[src/design/sebio_pkg.sv]
package sebio_pkg;
    // register indices; byte address is four times the index
    localparam logic [7:0] IDX_PA_DATA  = 8'h05;
    localparam logic [7:0] IDX_PB_DATA  = 8'h06;
    localparam logic [7:0] IDX_INTCTL   = 8'h0b;
    localparam logic [7:0] IDX_OPTION   = 8'h81;
    localparam logic [7:0] IDX_PA_DIR   = 8'h85;
    localparam logic [7:0] IDX_PB_DIR   = 8'h86;
    localparam logic [7:0] IDX_CONV_ONE = 8'h9f;
    // reset values
    localparam logic [5:0] PA_DIR_RST   = 6'h3f;
    localparam logic [7:0] PB_DIR_RST   = 8'hff;
    localparam logic [7:0] OPTION_RST   = 8'hff;
    localparam logic [2:0] CONV_RST     = 3'h0;
    localparam logic [7:0] LATCH_RST    = 8'h00;
    // field positions
    localparam int PULLUP_N_BIT = 7;
    localparam int CHANGE_BIT   = 0;
    localparam int T0CK_BIT     = 4;
    localparam int EXTINT_BIT   = 0;
    localparam int PROG_CK_BIT  = 6;
    localparam int PROG_DA_BIT  = 7;
    localparam int CHG_LO       = 4;
    // analog pin mask per pin configuration code
    function automatic logic [5:0] sebio_analog_mask(input logic [2:0] cfg);
        logic [5:0] m;
        m = 6'h00;
        case (cfg)
            3'h0, 3'h1, 3'h2: m = 6'h2f;
            3'h3:             m = 6'h0f;
            3'h4, 3'h5:       m = 6'h0b;
            default:          m = 6'h00;
        endcase
        return m;
    endfunction
endpackage

[src/design/sebio_ports.sv]
// two general-purpose ports (six and eight bits) behind an apb slave
module sebio_ports #(
    parameter int PA_W          = 6,  // port a width
    parameter int PB_W          = 8,  // port b width
    parameter bit HAS_CONVERTER = 1   // analog selection present
) (
    input  wire logic            pclk,
    input  wire logic            presetn,
    // apb slave
    input  wire logic [11:0]     paddr,
    input  wire logic            psel,
    input  wire logic            penable,
    input  wire logic            pwrite,
    input  wire logic [31:0]     pwdata,
    output logic      [31:0]     prdata,
    output logic                 pready,
    output logic                 pslverr,
    // port a pins
    input  wire logic [PA_W-1:0] pa_in,
    output logic      [PA_W-1:0] pa_out,
    output logic      [PA_W-1:0] pa_oe,
    // port a peripheral sharing
    input  wire logic [PA_W-1:0] periph_a_sel,
    input  wire logic [PA_W-1:0] periph_a_out,
    input  wire logic [PA_W-1:0] periph_a_oe,
    // port b pins
    input  wire logic [PB_W-1:0] pb_in,
    output logic      [PB_W-1:0] pb_out,
    output logic      [PB_W-1:0] pb_oe,
    output logic      [PB_W-1:0] pb_pullup,
    // port b peripheral sharing
    input  wire logic [PB_W-1:0] periph_b_sel,
    input  wire logic [PB_W-1:0] periph_b_out,
    input  wire logic [PB_W-1:0] periph_b_oe,
    // alternate inputs and status
    output logic                 timer0_clock_in,
    output logic                 ext_interrupt_in,
    output logic                 prog_clock_in,
    output logic                 prog_data_in,
    output logic      [PA_W-1:0] analog_select,
    output logic                 change_flag,
    output logic                 wake_request
);
    // the register map and field layout assume these exact widths
    if (PA_W != 6 || PB_W != 8) begin : g_bad_width
        $error("sebio_ports: port widths must be 6 and 8");
    end

    localparam int CHG_W = PB_W - sebio_pkg::CHG_LO;  // change-detect pins

    // port state
    logic [PA_W-1:0]  port_a_data;     // port a output latch
    logic [PA_W-1:0]  port_a_dir;      // port a direction, 1 = input
    logic [PB_W-1:0]  port_b_data;     // port b output latch
    logic [PB_W-1:0]  port_b_dir;      // port b direction, 1 = input
    logic [7:0]       option_reg;      // option register, bit 7 pull-up control
    logic [2:0]       pin_config;      // converter configuration field
    logic [CHG_W-1:0] old_b;           // value latched at last port b access

    // synchronised pin views
    logic [PA_W-1:0]  sync_a;          // port a pins after synchroniser
    logic [PB_W-1:0]  sync_b;          // port b pins after synchroniser
    logic [PA_W-1:0]  analog_mask;     // pins currently analog
    logic [PA_W-1:0]  a_view;          // port a value seen by software
    logic [CHG_W-1:0] mismatch_bits;   // per-pin change comparison
    logic             mismatch;        // any change pending

    // bus decode
    logic             setup_ph;        // first cycle of a transfer
    logic             access_ph;       // completing cycle of a transfer
    logic             mapped;          // address hits a register
    logic             wr_done;         // write completes this edge
    logic             rd_done;         // read completes this edge
    logic [7:0]       bit_mask;        // bits a write actually changes
    logic [7:0]       rd_value;        // read mux output

    // pins pass four flops before any use
    // pin synchronisers
    sebio_sync #(.W(PA_W)) u_sync_a (
        .pclk    (pclk),
        .presetn (presetn),
        .pin     (pa_in),
        .q       (sync_a)
    );

    sebio_sync #(.W(PB_W)) u_sync_b (
        .pclk    (pclk),
        .presetn (presetn),
        .pin     (pb_in),
        .q       (sync_b)
    );

    // analog selection; without the converter every pin stays digital
    // analog pin decode
    assign analog_mask   = HAS_CONVERTER ? sebio_pkg::sebio_analog_mask(pin_config) : '0;
    assign analog_select = analog_mask;

    // analog pins read as zero, digital ones show the pin level
    // pin read view
    assign a_view = sync_a & ~analog_mask;

    // apb phases; the slave never waits
    assign setup_ph  = psel && !penable;
    assign access_ph = psel && penable;
    assign pready    = 1'b1;
    assign wr_done   = access_ph && pwrite && mapped;
    assign rd_done   = access_ph && !pwrite && mapped;

    // a non-zero mask in byte one selects single bits, else whole byte
    assign bit_mask = (pwdata[15:8] == 8'h00) ? 8'hff : pwdata[15:8];

    // address decode; high address bits must be zero
    always_comb begin
        mapped = 1'b0;
        if (paddr[11:10] == 2'b00) begin
            case (paddr[9:2])
                sebio_pkg::IDX_PA_DATA,
                sebio_pkg::IDX_PB_DATA,
                sebio_pkg::IDX_INTCTL,
                sebio_pkg::IDX_OPTION,
                sebio_pkg::IDX_PA_DIR,
                sebio_pkg::IDX_PB_DIR,
                sebio_pkg::IDX_CONV_ONE: mapped = 1'b1;
                default:                 mapped = 1'b0;
            endcase
        end
    end

    // unmapped access is flagged in its access cycle
    assign pslverr = access_ph && !mapped;

    // read mux; unused bits stay zero
    // zero fill
    always_comb begin
        rd_value = 8'h00;
        case (paddr[9:2])
            sebio_pkg::IDX_PA_DATA:  rd_value = {2'b00, a_view};
            sebio_pkg::IDX_PB_DATA:  rd_value = sync_b;
            sebio_pkg::IDX_INTCTL:   rd_value = {7'h00, change_flag};
            sebio_pkg::IDX_OPTION:   rd_value = option_reg;
            sebio_pkg::IDX_PA_DIR:   rd_value = {2'b00, port_a_dir};
            sebio_pkg::IDX_PB_DIR:   rd_value = port_b_dir;
            sebio_pkg::IDX_CONV_ONE: rd_value = {5'h00, pin_config};
            default:                 rd_value = 8'h00;
        endcase
    end

    // read data captured in setup so it is a flop in the access cycle
    always_ff @(posedge pclk or negedge presetn) begin
        if (!presetn) begin
            prdata <= 32'h0000_0000;
        end else if (setup_ph && !pwrite) begin
            prdata <= {24'h00_0000, rd_value};
        end
    end

    // port a latch: pins read, change merged, result stored
    // port a merge
    always_ff @(posedge pclk or negedge presetn) begin
        if (!presetn) begin
            port_a_data <= sebio_pkg::LATCH_RST[PA_W-1:0];
        end else if (wr_done && paddr[9:2] == sebio_pkg::IDX_PA_DATA) begin
            port_a_data <= (a_view & ~bit_mask[PA_W-1:0])
                         | (pwdata[PA_W-1:0] & bit_mask[PA_W-1:0]);
        end
    end

    // port b latch, same merge; output pins keep their level
    // port b merge
    always_ff @(posedge pclk or negedge presetn) begin
        if (!presetn) begin
            port_b_data <= sebio_pkg::LATCH_RST;
        end else if (wr_done && paddr[9:2] == sebio_pkg::IDX_PB_DATA) begin
            port_b_data <= (sync_b & ~bit_mask) | (pwdata[7:0] & bit_mask);
        end
    end

    // direction registers; reset makes every pin an input
    // inputs at reset
    always_ff @(posedge pclk or negedge presetn) begin
        if (!presetn) begin
            port_a_dir <= sebio_pkg::PA_DIR_RST;
            port_b_dir <= sebio_pkg::PB_DIR_RST;
        end else if (wr_done) begin
            if (paddr[9:2] == sebio_pkg::IDX_PA_DIR) begin
                port_a_dir <= pwdata[PA_W-1:0];
            end
            if (paddr[9:2] == sebio_pkg::IDX_PB_DIR) begin
                port_b_dir <= pwdata[7:0];
            end
        end
    end

    // option register and converter field
    // pull-ups off at reset
    always_ff @(posedge pclk or negedge presetn) begin
        if (!presetn) begin
            option_reg <= sebio_pkg::OPTION_RST;
            pin_config <= sebio_pkg::CONV_RST;
        end else if (wr_done) begin
            if (paddr[9:2] == sebio_pkg::IDX_OPTION) begin
                option_reg <= pwdata[7:0];
            end
            if (paddr[9:2] == sebio_pkg::IDX_CONV_ONE) begin
                pin_config <= pwdata[2:0];
            end
        end
    end

    // port a pin drivers, one slice per pin
    for (genvar i = 0; i < PA_W; i++) begin : g_pa
        always_comb begin
            if (periph_a_sel[i]) begin
                pa_out[i] = periph_a_out[i];
                pa_oe[i]  = periph_a_oe[i];
            end else if (i == sebio_pkg::T0CK_BIT) begin
                pa_out[i] = 1'b0;
                pa_oe[i]  = !port_a_dir[i] && !port_a_data[i];
            end else begin
                pa_out[i] = port_a_data[i];
                pa_oe[i]  = !port_a_dir[i];
            end
        end
    end

    // port b pin drivers and pull-ups
    for (genvar i = 0; i < PB_W; i++) begin : g_pb
        always_comb begin
            if (periph_b_sel[i]) begin
                pb_out[i] = periph_b_out[i];
                pb_oe[i]  = periph_b_oe[i];
            end else begin
                pb_out[i] = port_b_data[i];
                pb_oe[i]  = !port_b_dir[i];
            end
        end
        assign pb_pullup[i] = !option_reg[sebio_pkg::PULLUP_N_BIT] && port_b_dir[i]
                            && !periph_b_sel[i];
    end

    // alternate inputs; schmitt buffering is in the pad, here clean levels
    // timer, interrupt and programming inputs
    assign timer0_clock_in  = sync_a[sebio_pkg::T0CK_BIT];
    assign ext_interrupt_in = sync_b[sebio_pkg::EXTINT_BIT];
    assign prog_clock_in    = sync_b[sebio_pkg::PROG_CK_BIT];
    assign prog_data_in     = sync_b[sebio_pkg::PROG_DA_BIT];

    // only input pins of the upper half take part
    // input-only comparison
    assign mismatch_bits = (sync_b[PB_W-1:sebio_pkg::CHG_LO] ^ old_b)
                         & port_b_dir[PB_W-1:sebio_pkg::CHG_LO];
    assign mismatch = |mismatch_bits;

    // relatch on any port b access; a read keeps the value it returned
    // so a change between setup and access is not swallowed
    // access relatches
    always_ff @(posedge pclk or negedge presetn) begin
        if (!presetn) begin
            old_b <= '0;
        end else if (access_ph && mapped && paddr[9:2] == sebio_pkg::IDX_PB_DATA) begin
            old_b <= pwrite ? sync_b[PB_W-1:sebio_pkg::CHG_LO]
                            : prdata[PB_W-1:sebio_pkg::CHG_LO];
        end
    end

    // change flag; a live mismatch beats a software clear
    // set wins over clear
    always_ff @(posedge pclk or negedge presetn) begin
        if (!presetn) begin
            change_flag <= 1'b0;
        end else if (mismatch) begin
            change_flag <= 1'b1;
        end else if (wr_done && paddr[9:2] == sebio_pkg::IDX_INTCTL
                     && !pwdata[sebio_pkg::CHANGE_BIT]) begin
            change_flag <= 1'b0;
        end
    end

    // wake request follows the flag so sleep logic sees a stable level
    // wake on change
    assign wake_request = change_flag;

    // direction bit high means no drive, unless a peripheral owns the pin
    inputs_hiz_a: assert property (@(posedge pclk) disable iff (!presetn)
        ((pa_oe & port_a_dir & ~periph_a_sel) == '0)
        && ((pb_oe & port_b_dir & ~periph_b_sel) == '0))
        else $error("input pin driven");

    // the open-drain pin never drives high while no peripheral owns it
    open_drain_a: assert property (@(posedge pclk) disable iff (!presetn)
        !periph_a_sel[sebio_pkg::T0CK_BIT] |->
        !(pa_oe[sebio_pkg::T0CK_BIT] && port_a_data[sebio_pkg::T0CK_BIT]))
        else $error("open drain pin drove high");

    // pull-up control bit set keeps every pull-up off
    pullup_global_a: assert property (@(posedge pclk) disable iff (!presetn)
        option_reg[sebio_pkg::PULLUP_N_BIT] |-> (pb_pullup == '0))
        else $error("pull-up on while disabled");

    // no output pin carries a pull-up
    pullup_output_a: assert property (@(posedge pclk) disable iff (!presetn)
        (pb_pullup & ~port_b_dir) == '0)
        else $error("pull-up on output pin");

    // a mismatch sets the flag on the next edge
    change_sets_a: assert property (@(posedge pclk) disable iff (!presetn)
        mismatch |=> change_flag)
        else $error("mismatch did not set flag");

    // a clear during a mismatch is lost, for two cycles in a row
    clear_blocked_a: assert property (@(posedge pclk) disable iff (!presetn)
        (mismatch && wr_done && paddr[9:2] == sebio_pkg::IDX_INTCTL)
        |=> change_flag ##1 (change_flag || !$past(mismatch)))
        else $error("flag cleared during mismatch");

    // a port b read relatches exactly the value it returned
    relatch_read_a: assert property (@(posedge pclk) disable iff (!presetn)
        (rd_done && paddr[9:2] == sebio_pkg::IDX_PB_DATA)
        |=> old_b == $past(prdata[PB_W-1:sebio_pkg::CHG_LO]))
        else $error("compare latch not updated");

    // port a read returns pins with analog and upper bits zero
    read_pins_a: assert property (@(posedge pclk) disable iff (!presetn)
        (setup_ph && !pwrite && paddr[9:2] == sebio_pkg::IDX_PA_DATA
         && paddr[11:10] == 2'b00)
        |=> prdata[7:0] == {2'b00, $past(sync_a) & ~$past(analog_mask)})
        else $error("port a read wrong");

    // unused converter bits always read zero
    conv_zero_a: assert property (@(posedge pclk) disable iff (!presetn)
        (setup_ph && !pwrite && paddr[9:2] == sebio_pkg::IDX_CONV_ONE)
        |=> prdata[7:3] == 5'h00 ##0 prdata[2:0] == $past(pin_config))
        else $error("converter read wrong");

    // main scenarios
    change_seen_c: cover property (@(posedge pclk) disable iff (!presetn)
        !change_flag ##1 change_flag);
    flag_cleared_c: cover property (@(posedge pclk) disable iff (!presetn)
        change_flag ##1 !change_flag);
    output_drive_c: cover property (@(posedge pclk) disable iff (!presetn)
        (pa_oe != '0) && (pb_oe != '0));
    unmapped_c: cover property (@(posedge pclk) disable iff (!presetn)
        pslverr);
endmodule

[src/design/sebio_sync.sv]
// three-stage pin synchroniser; output moves once stages two and three agree
module sebio_sync #(
    parameter int W = 8
) (
    input  wire logic         pclk,
    input  wire logic         presetn,
    input  wire logic [W-1:0] pin,
    output logic      [W-1:0] q
);
    logic [W-1:0] s1;   // metastability catcher, read by s2 only
    logic [W-1:0] s2;   // second stage
    logic [W-1:0] s3;   // third stage

    // shift chain
    always_ff @(posedge pclk or negedge presetn) begin
        if (!presetn) begin
            s1 <= '0;
            s2 <= '0;
            s3 <= '0;
        end else begin
            s1 <= pin;
            s2 <= s1;
            s3 <= s2;
        end
    end

    // per bit, accept a level only when two stages agree
    for (genvar i = 0; i < W; i++) begin : g_bit
        always_ff @(posedge pclk or negedge presetn) begin
            if (!presetn) begin
                q[i] <= 1'b0;
            end else if (s2[i] == s3[i]) begin
                q[i] <= s3[i];
            end
        end
    end
endmodule

[config.mk]
export PLATFORM = sky130hd
export DESIGN_NAME = sebio_ports
export DESIGN_NICKNAME = d
export VERILOG_FILES = /design/src/design/sebio_pkg.sv /design/src/design/sebio_ports.sv /design/src/design/sebio_sync.sv
export SDC_FILE = /design/constraint.sdc
export NUM_CORES = 1
export LEC_CHECK = 0
export BUFFER_PORTS_ARGS = -buffer_cell sky130_fd_sc_hd__buf_2
export CORE_ASPECT_RATIO = 1.1
export CORE_UTILIZATION = 53
export DETAILED_ROUTE_END_ITERATION = 10
export PLACE_DENSITY_LB_ADDON = 0.3
export SYNTH_ARGS = -nofsm -noshare
export SYNTH_HDL_FRONTEND = slang
export SYNTH_HIERARCHICAL = 1
export SYNTH_SLANG_ARGS = --single-unit
[constraint.sdc]
create_clock -name pclk -period 2.9 [get_ports pclk]
set_input_delay 0.29 -clock pclk [delete_from_list [all_inputs] [get_ports pclk]]
set_output_delay 0.29 -clock pclk [all_outputs]
set_load 0.1 [all_outputs]
==> results of run 1 <==
==> power by group through the flow <==
stage / Combinational (uW) / Clock [uW] / Sequential [uW]
after floorplan: 509 / 0 / 1770
after global placement: 778 / 0 / 1650
after detailed placement: 790 / 0 / 1650
after CTS: 793 / 855 / 1620
after global routing: 830 / 916 / 1630
final: 794 / 837 / 1620
==> path summary, 6_finish.rpt <==
kind,start,end,cells past startpoint
worst max-delay path,paddr[9],pslverr,6
worst min-delay path,pa_in[0],u_sync_a/s1[0]$_DFF_PN0_,1
worst max register to register,pin_config[2]$_DFFE_PN0P_,prdata[3]$_DFFE_PN0P_,4
worst min register to register,u_sync_b/s1[2]$_DFF_PN0_,u_sync_b/s2[2]$_DFF_PN0_,0
max in group asynchronous,presetn,option_reg[2]$_DFFE_PN1P_,3
min in group asynchronous,presetn,u_sync_a/s1[0]$_DFF_PN0_,2
==> area by class of cell <==
type / count / area [um2] / share of cell area, %
Sequential cell: 108 / 2730 / 45.6
Timing Repair Buffer: 153 / 806 / 13.5
Clock inverter: 6 / 48.8 / 0.815
Multi-Input combinational cell: 282 / 2120 / 35.3
Clock buffer: 10 / 128 / 2.13
Tap cell: 114 / 143 / 2.38
Inverter: 4 / 15.0 / 0.251
==> critical path, delay by kind of cell <==
| kind | cells | cell delay (ns) |
|---|---|---|
| and+or+nand+nor | 3 | 0.75 |
| buffers and inverters | 2 | 0.64 |
| AOI/OAI and AO/OA | 1 | 0.06 |
==> layout by cell type (no fill, tap or decap), types with 9 or more instances in the layout <==
master,Yosys,final
nor3b_1,11,11
conb_1,2,26
clkbuf_8,0,9
maj3_2,14,14
dfstp_2,22,22
o21ai_0,28,28
buf_2,4,141
mux2i_1,10,10
a21oi_1,13,13
nand2_1,36,36
dfrtp_1,86,86
mux2_2,50,50
==> per-stage QoR <==
stage,hold WS (ns),setup slack (ns)
after detailed placement,0.280,0.763
after floorplan,-0.00559,-0.158
after CTS,0.0147,0.871
final,0.0256,0.855
after global routing,0.000214,0.764
after global placement,0.275,0.778
==> routing by layer <==
metal / track usage (%) / vias up
met1: 31.8 / 1853
met4: 7.79 / 0
met5: 0 / -
li1: - / 1722
met3: 4.90 / 21
met2: 39.2 / 172
==> cells by family (layout without fill, tap and decap cells) <==
group	after synthesis	after routing
fa+ha+maj	14	14
buf+inv	45	173
xor+xnor	4	4
simple gates	100	100
other cells	2	26
flops	108	108
compound gates	69	69
mux	69	69
==> timing repair <==
| item | 4_1_cts | 5_1_grt |
|---|---|---|
| hold buffers | 1 | 3 |
| hold endpoints to repair | 33 | 3 |
| setup endpoints to repair | 0 | 0 |
==> flow_summary.ini, run 1 <==
[critical_path]
crit_path_max_incr_delay_ns = 0.40
cp_cell_sequence = buf_2 -> nand2b_1 -> nor3_1 -> nand3b_1 -> a21oi_1 -> buf_2
slowest_stage = nor3_1
worst_setup_path_end_kind = output port
start_kind = primary input
path_common_cell = buf_2
crit_fanout = 22
rrSetupSlack_ns = 1.52
worstSetupPathType = in -> out
worstPathArrival_ns = 1.75
required_ns = 2.61

[global_route]
grt_antenna_before_repair = 0
grt_pass1_vias = 3642
grt_pass1_wl_um = 18000
grt_overflow = 0
grt_usage_pct = 24.0
grt_max_degree = 41

[drt]
wl_per_cell_um = 17.0
vias_per_cell = 5.57
num_vias = 3768
top_layer_used = met4
met3_length_um = 707
antenna_left = 0
wl_met2_um = 5780
drc = 0
drtIter0Drc = 218
drt_first_pass_iters = 5
routed_wl_um = 11500
wl_met1_um = 4760

[logic_synthesis]
synth_mux_area_share_pct = 15.5
synth_area_leaders = dfrtp_1 43%, dfstp_2 11%, mux2_2 11%
synth-xor-area-share_pct = 0.696
synth.top_cells.by_count = 86 x dfrtp_1, 50 x mux2_2, 36 x nand2_1
synth_top_family_by_area = multiplexers
ys_types = 54
avgSynthCellArea_um2 = 12.2
ys.flop_type = dfrtp_1
yosysTopAreaCellShare_pct = 42.8
synthSimpleGateAreaFrac_pct = 12.1
netlist_area_um2 = 5030
synth_compound_area_share_pct = 8.63
async_reset_ff_share_pct = 100
seq_area_frac_synth_pct = 54.2
synth-edff-count = 0
yosysMostFrequentCell = dfrtp_1
yosys_warnings = 6
ys_ff_latch = 108
synth_fa_ha_area_share_pct = 3.13
synth_top_area_cell = dfrtp_1
syn_inst = 411

[clock_network]
cts.clk_slew.worst_paths_ns = 0.10
clock_sinks = 108
cts_setup_buffers = 0
htreeDepth = 3
cts_root_buffer = clkbuf_8
numCtsBuffers = 9
cts_tree = built
ctsResizeCount = 0
clockBufferDepth = 2
clock_latency_ns = 0.36

[floorplan]
die-area_um2 = 9890
die_w_um = 94.9
coreArea_um2 = 9050
pin_count = 187
rows = 36
die_height_um = 104
initial_core_util_pct = 55.6

[place]
dpl_cell_area_um2 = 5770
place.gp.congestion = 0.903
numPortBuffers = 142
dpl.hpwl_um = 8550
placed_cells = 657

[finish]
num_antenna_cells = 0
drive_gt1_share_pct = 47.1
nNetsFinal = 663
design_area_um2 = 5990
area_growth_pct = 18.9
fin_cells = 677
fillers = 739
final_core_util_pct = 66.1

[sta]
setup_viol = 0
worstMarginPinSlew_ns = 0.598
skew_ns = 0.0104
fmax_mhz = 489
final_max_slew_viol_count = 0
rsz0062_at_grt = false
hold_viol = 0
fin_tns_setup_ns = 0
period_share_pct = 70.5
fin_crit_ns = 2.04
slew_headroom_pct = 59.8

[pwr]
p_total_uw = 3250
ir_drop_uv = 368
switching_share_pct = 36.9
pwr_density_cell_nw_per_um2 = 544
switchingPower_uw = 1200
seqPwrFrac_pct = 49.9
leakagePower_uw = 0.00284
internal_power_uw = 2050
clkPwrFrac_pct = 25.7
p_comb_share_pct = 24.4

[worst_hold_path]
hp-class = in -> reg

[flow_run]
cap_violations = 0

[status]
status = complete, no violations
Note: power is estimated with default switching activity, not from simulation.
==> run 2, diff against run 1 <==
Settings changed: ABC_AREA from default to 1, CORE_UTILIZATION 53 to 50.
Clock period 2.9 ns to 1.9 ns, I/O delays scaled along.
==> flow_summary.ini, run 2 <==
[critical_path]
required_ns = 1.71
r2r-start = pin_config[2]$_DFFE_PN0P_
start_kind = register
worst_setup_path_end_kind = output port
regToRegEndpoint = prdata[3]$_DFFE_PN0P_
worstSetupPathType = reg -> out
rrSetupSlack_ns = 0.48
reg2reg_depth = 6
crit_fanout = 10
endpoint = pb_pullup[1]
worstPathArrival_ns = 1.63
crit_path_start = option_reg[7]$_DFFE_PN1P_

[global_route]
grt_max_degree = 37
grt_antenna_before_repair = 0
grt_pass1_vias = 4219
grt_overflow = 0
grt_usage_pct = 25.6
grt_pass1_wl_um = 20600

[drt]
drt_first_pass_iters = 4
wl_per_cell_um = 14.6
drc = 0
drtIter0Drc = 235
antenna_left = 0
num_vias = 4455
vias_per_cell = 4.94
routed_wl_um = 13200

[floorplan]
rows = 38
die-area_um2 = 10800
coreArea_um2 = 9940
die_w_um = 99.0
die_height_um = 109
pin_count = 187
initial_core_util_pct = 52.0

[clock_network]
ctsResizeCount = 0
cts_tree = built
htreeDepth = 3
cts_setup_buffers = 0
cts_root_buffer = clkbuf_8
cts.clk_slew.worst_paths_ns = 0.11
numCtsBuffers = 9
clock_sinks = 108
clock_latency_ns = 0.39
clockBufferDepth = 2

[pwr]
pwr_density_cell_nw_per_um2 = 757
leakagePower_uw = 0.00352
switching_share_pct = 34.6
internal_power_uw = 3220
switchingPower_uw = 1700
seqPwrFrac_pct = 49.5
ir_drop_uv = 659
p_comb_share_pct = 20.7
clkPwrFrac_pct = 29.9

[logic_synthesis]
synth_area_leaders = dfrtp_1 42%, nand2_1 16%, dfstp_2 11%
ys_types = 33
yosysMostFrequentCell = nand2_1
yosysTopAreaCellShare_pct = 41.6
synth-edff-count = 0
ys.flop_type = dfrtp_1
avgSynthCellArea_um2 = 8.51
async_reset_ff_share_pct = 100
synth.top_cells.by_count = 227 x nand2_1, 86 x dfrtp_1, 66 x inv_1
yosys_warnings = 6
seq_area_frac_synth_pct = 52.8
netlist_area_um2 = 5170
synth_top_area_cell = dfrtp_1
ys_ff_latch = 108
syn_inst = 608

[finish]
num_antenna_cells = 0
final_core_util_pct = 65.4
final_common_cell = nand2_1
drive_gt1_share_pct = 32.8
layout_common_cells = 227 x nand2_1, 140 x buf_2, 86 x dfrtp_1
area_growth_pct = 25.7
nNetsFinal = 882
design_area_um2 = 6500
fin_cells = 901

[sta]
holdWs_ns = 0.0143
setup_ws_ns = 0.0778
setup_viol = 0
fin_crit_ns = 1.82
skew_ns = 0.0161
period_share_pct = 95.9
fmax_mhz = 549
final_max_slew_viol_count = 0
hold_viol = 0
rsz0062_at_grt = false

[place]
dpl_cell_area_um2 = 6150
place.gp.congestion = 0.853
numPortBuffers = 142
dpl.hpwl_um = 10100
placed_cells = 871
pre_cts_slack_ns = -0.0363

[status]
status = complete, no violations

[worst_hold_path]
whs_path_depth = 3
hp-class = in -> reg

[flow_run]
cap_violations = 0
## run 2: layer usage
metal  vias to the layer above  GRT usage [%]  routed length [um]
met1                      2088           32.3                5800
met4                         0           9.28                 204
met2                       143           44.6                6550
met5                         -              0                   0
li1                       2203              -                   -
met3                        21           4.42                 614
## run 2: power by group through the flow
stage	clock [uW]	sequential [uW]	combinational, uW
final	1470	2430	1020
after global routing	1610	2450	1080
after CTS	1510	2430	1020
after detailed placement	0	2480	997
after global placement	0	2470	983
after floorplan	0	2530	701
## run 2: kinds of logic (layout without fill, tap and decap cells)
family,Yosys count,count (layout),share of synthesized area (%)
muxes,13,13,2.83
and+or+nand+nor,300,300,26.2
AOI/OAI and AO/OA,80,80,8.18
buffers and inverters,105,254,9.90
other,2,26,0.145
DFF,108,108,52.8
## run 2: per-stage QoR
| stage | setup TNS, ns | total power [uW] |
|---|---|---|
| 6_report | 0 | 4920 |
| 4_1_cts | 0 | 4960 |
| 3_3_place_gp | 0 | 3450 |
| 3_5_place_dp | -0.293 | 3470 |
| 2_1_floorplan | -0.324 | 3230 |
| 5_1_grt | 0 | 5130 |
## run 2: worst max-delay path, cell delays in order (launching register included)
cell and delay, ns:
dfstp_2 0.85, nor3b_2 0.09, buf_2 0.31
## run 2: area by class of cell
class / count / area (um2)
clock buffers: 9 / 124
clock inverters: 6 / 78.8
fillers: 873 / 3440
inverters: 71 / 267
multi-input cells: 419 / 2180
flip-flops and latches: 108 / 2730
well taps: 120 / 150
repair buffers: 168 / 973
## run 2: worst min-delay path by stage
stage	start	endpoint	slack (ns)
final	pwdata[7]	option_reg[7]$_DFFE_PN1P_	0.01
after detailed placement	presetn	port_b_data[4]$_DFFE_PN0P_	0.18
after global routing	pwdata[3]	port_a_dir[3]$_DFFE_PN1P_	0.02
after global placement	presetn	port_b_data[4]$_DFFE_PN0P_	0.17
after floorplan	presetn	change_flag$_DFFE_PN0P_	-0.11
after CTS	pwdata[7]	option_reg[7]$_DFFE_PN1P_	0.001
## run 2: repair_timing
| item | in CTS | in global routing |
|---|---|---|
| endpoints found under the hold margin | 37 | 0 |
| hold buffers | 15 | 0 |
| endpoints found under the setup margin | 0 | 0 |
==> run 3, diff against run 2 <==
Settings changed: CORE_UTILIZATION 50 to 45.
==> flow_summary.ini, run 3 (synthesized netlist as in run 2, its figures left out) <==
[pwr]
pwr_density_cell_nw_per_um2 = 828
ir_drop_uv = 722
leakagePower_uw = 0.00359

[critical_path]
worst_setup_path_end_kind = output port
required_ns = 1.71
worstPathArrival_ns = 1.59
worstSetupPathType = reg -> out
crit_fanout = 3
start_kind = register

[clock_network]
htreeDepth = 3
cts_root_buffer = clkbuf_16
clockBufferDepth = 2
cts.clk_slew.worst_paths_ns = 0.07
numCtsBuffers = 9
cts_setup_buffers = 0
clock_latency_ns = 0.34
cts_tree = built
clock_sinks = 108

[floorplan]
rows = 40
die-area_um2 = 11900
pin_count = 187
die_w_um = 104
coreArea_um2 = 11100
die_height_um = 114
initial_core_util_pct = 46.8

[global_route]
grt_pass1_vias = 4220
grt_overflow = 0
grt_max_degree = 46
grt_pass1_wl_um = 21400
busiest_layer = met2
grt_usage_pct = 23.7
gr-usage-met2_pct = 40.8
grtUsageMet1_pct = 30.9
grt_antenna_before_repair = 0
grt_use_met3_pct = 3.30

[sta]
skew_ns = 0.00530
setup_viol = 0
hold_viol = 0
final_max_slew_viol_count = 0
fin_crit_ns = 1.78
rsz0062_at_grt = false
period_share_pct = 93.5
fmax_mhz = 563
setup_ws_ns = 0.123

[finish]
nNetsFinal = 884
layout_common_cells = 227 x nand2_1, 140 x buf_2, 86 x dfrtp_1
fin_cells = 931
final_common_cell = nand2_1
drive_gt1_share_pct = 33.0
num_antenna_cells = 0
final_core_util_pct = 60.6
area_growth_pct = 29.5

[worst_hold_path]
hp-class = in -> reg

[place]
place.gp.congestion = 0.822
numPortBuffers = 142
pre_cts_slack_ns = 0.0575
dpl.hpwl_um = 10300
placed_cells = 900

[drt]
vias_per_cell = 4.81
num_vias = 4474
routed_wl_um = 13600
drc = 0
antenna_left = 0
drt_first_pass_iters = 5
wl_per_cell_um = 14.6
drtIter0Drc = 217

[status]
status = complete, no violations

[flow_run]
cap_violations = 0
## run 3: path summary, 6_finish.rpt
check                                              to  depth (start not counted)                      start  slack, ns
max reg2reg                     prdata[1]$_DFFE_PN0P_                          6  pin_config[2]$_DFFE_PN0P_       0.48
min                         port_b_dir[6]$_DFFE_PN1P_                          3                  pwdata[6]       0.07
max                                      pb_pullup[5]                          3  port_b_dir[5]$_DFFE_PN1P_       0.12
min reg2reg                  u_sync_b/s2[2]$_DFF_PN0_                          0   u_sync_b/s1[2]$_DFF_PN0_       0.35
max in group asynchronous   port_b_dir[1]$_DFFE_PN1P_                          3                    presetn       0.90
min in group asynchronous  port_b_data[4]$_DFFE_PN0P_                          2                    presetn       0.34
## run 3: cell type report
class                      count  area (um2)
fill                         973        4360
sequential                   108        2730
multi-input combinational    419        2180
timing repair buffer         170        1000
inverter                      71         267
clock buffer                  10         239
tap                          147         184
clock inverter                 6         100
## run 3: per-stage QoR
stage / instance area, um2 / hold slack [ns] / setup TNS [ns] / power, uW
after detailed placement: 6210 / 0.170 / 0 / 3480
after global placement: 6210 / 0.164 / 0 / 3450
after CTS: 6700 / 0.0559 / 0 / 5590
final: 6700 / 0.0654 / 0 / 5540
after global routing: 6700 / 0.0604 / 0 / 5750
after floorplan: 5420 / -0.106 / -0.324 / 3230
## run 3: critical path, stage by stage (launching register included)
cell and delay [ns]:
dfstp_2 0.55, inv_1 0.12, nor3_4 0.13, buf_2 0.44
## run 3: layer usage
metal	vias up	share of wire (%)
met5	-	0
met4	0	1.5
met2	164	49
li1	2198	-
met3	16	5.5
met1	2096	44
## run 3: what timing repair did
item	4_1_cts	5_1_grt
hold endpoints to repair	29	0
hold buffers	15	0
gates resized for setup	0	0
## run 3: where the power goes
group	switching, uW	internal [uW]	total, uW
sequential	57.9	2380	2440
clock	870	1220	2090
combinational	814	206	1020
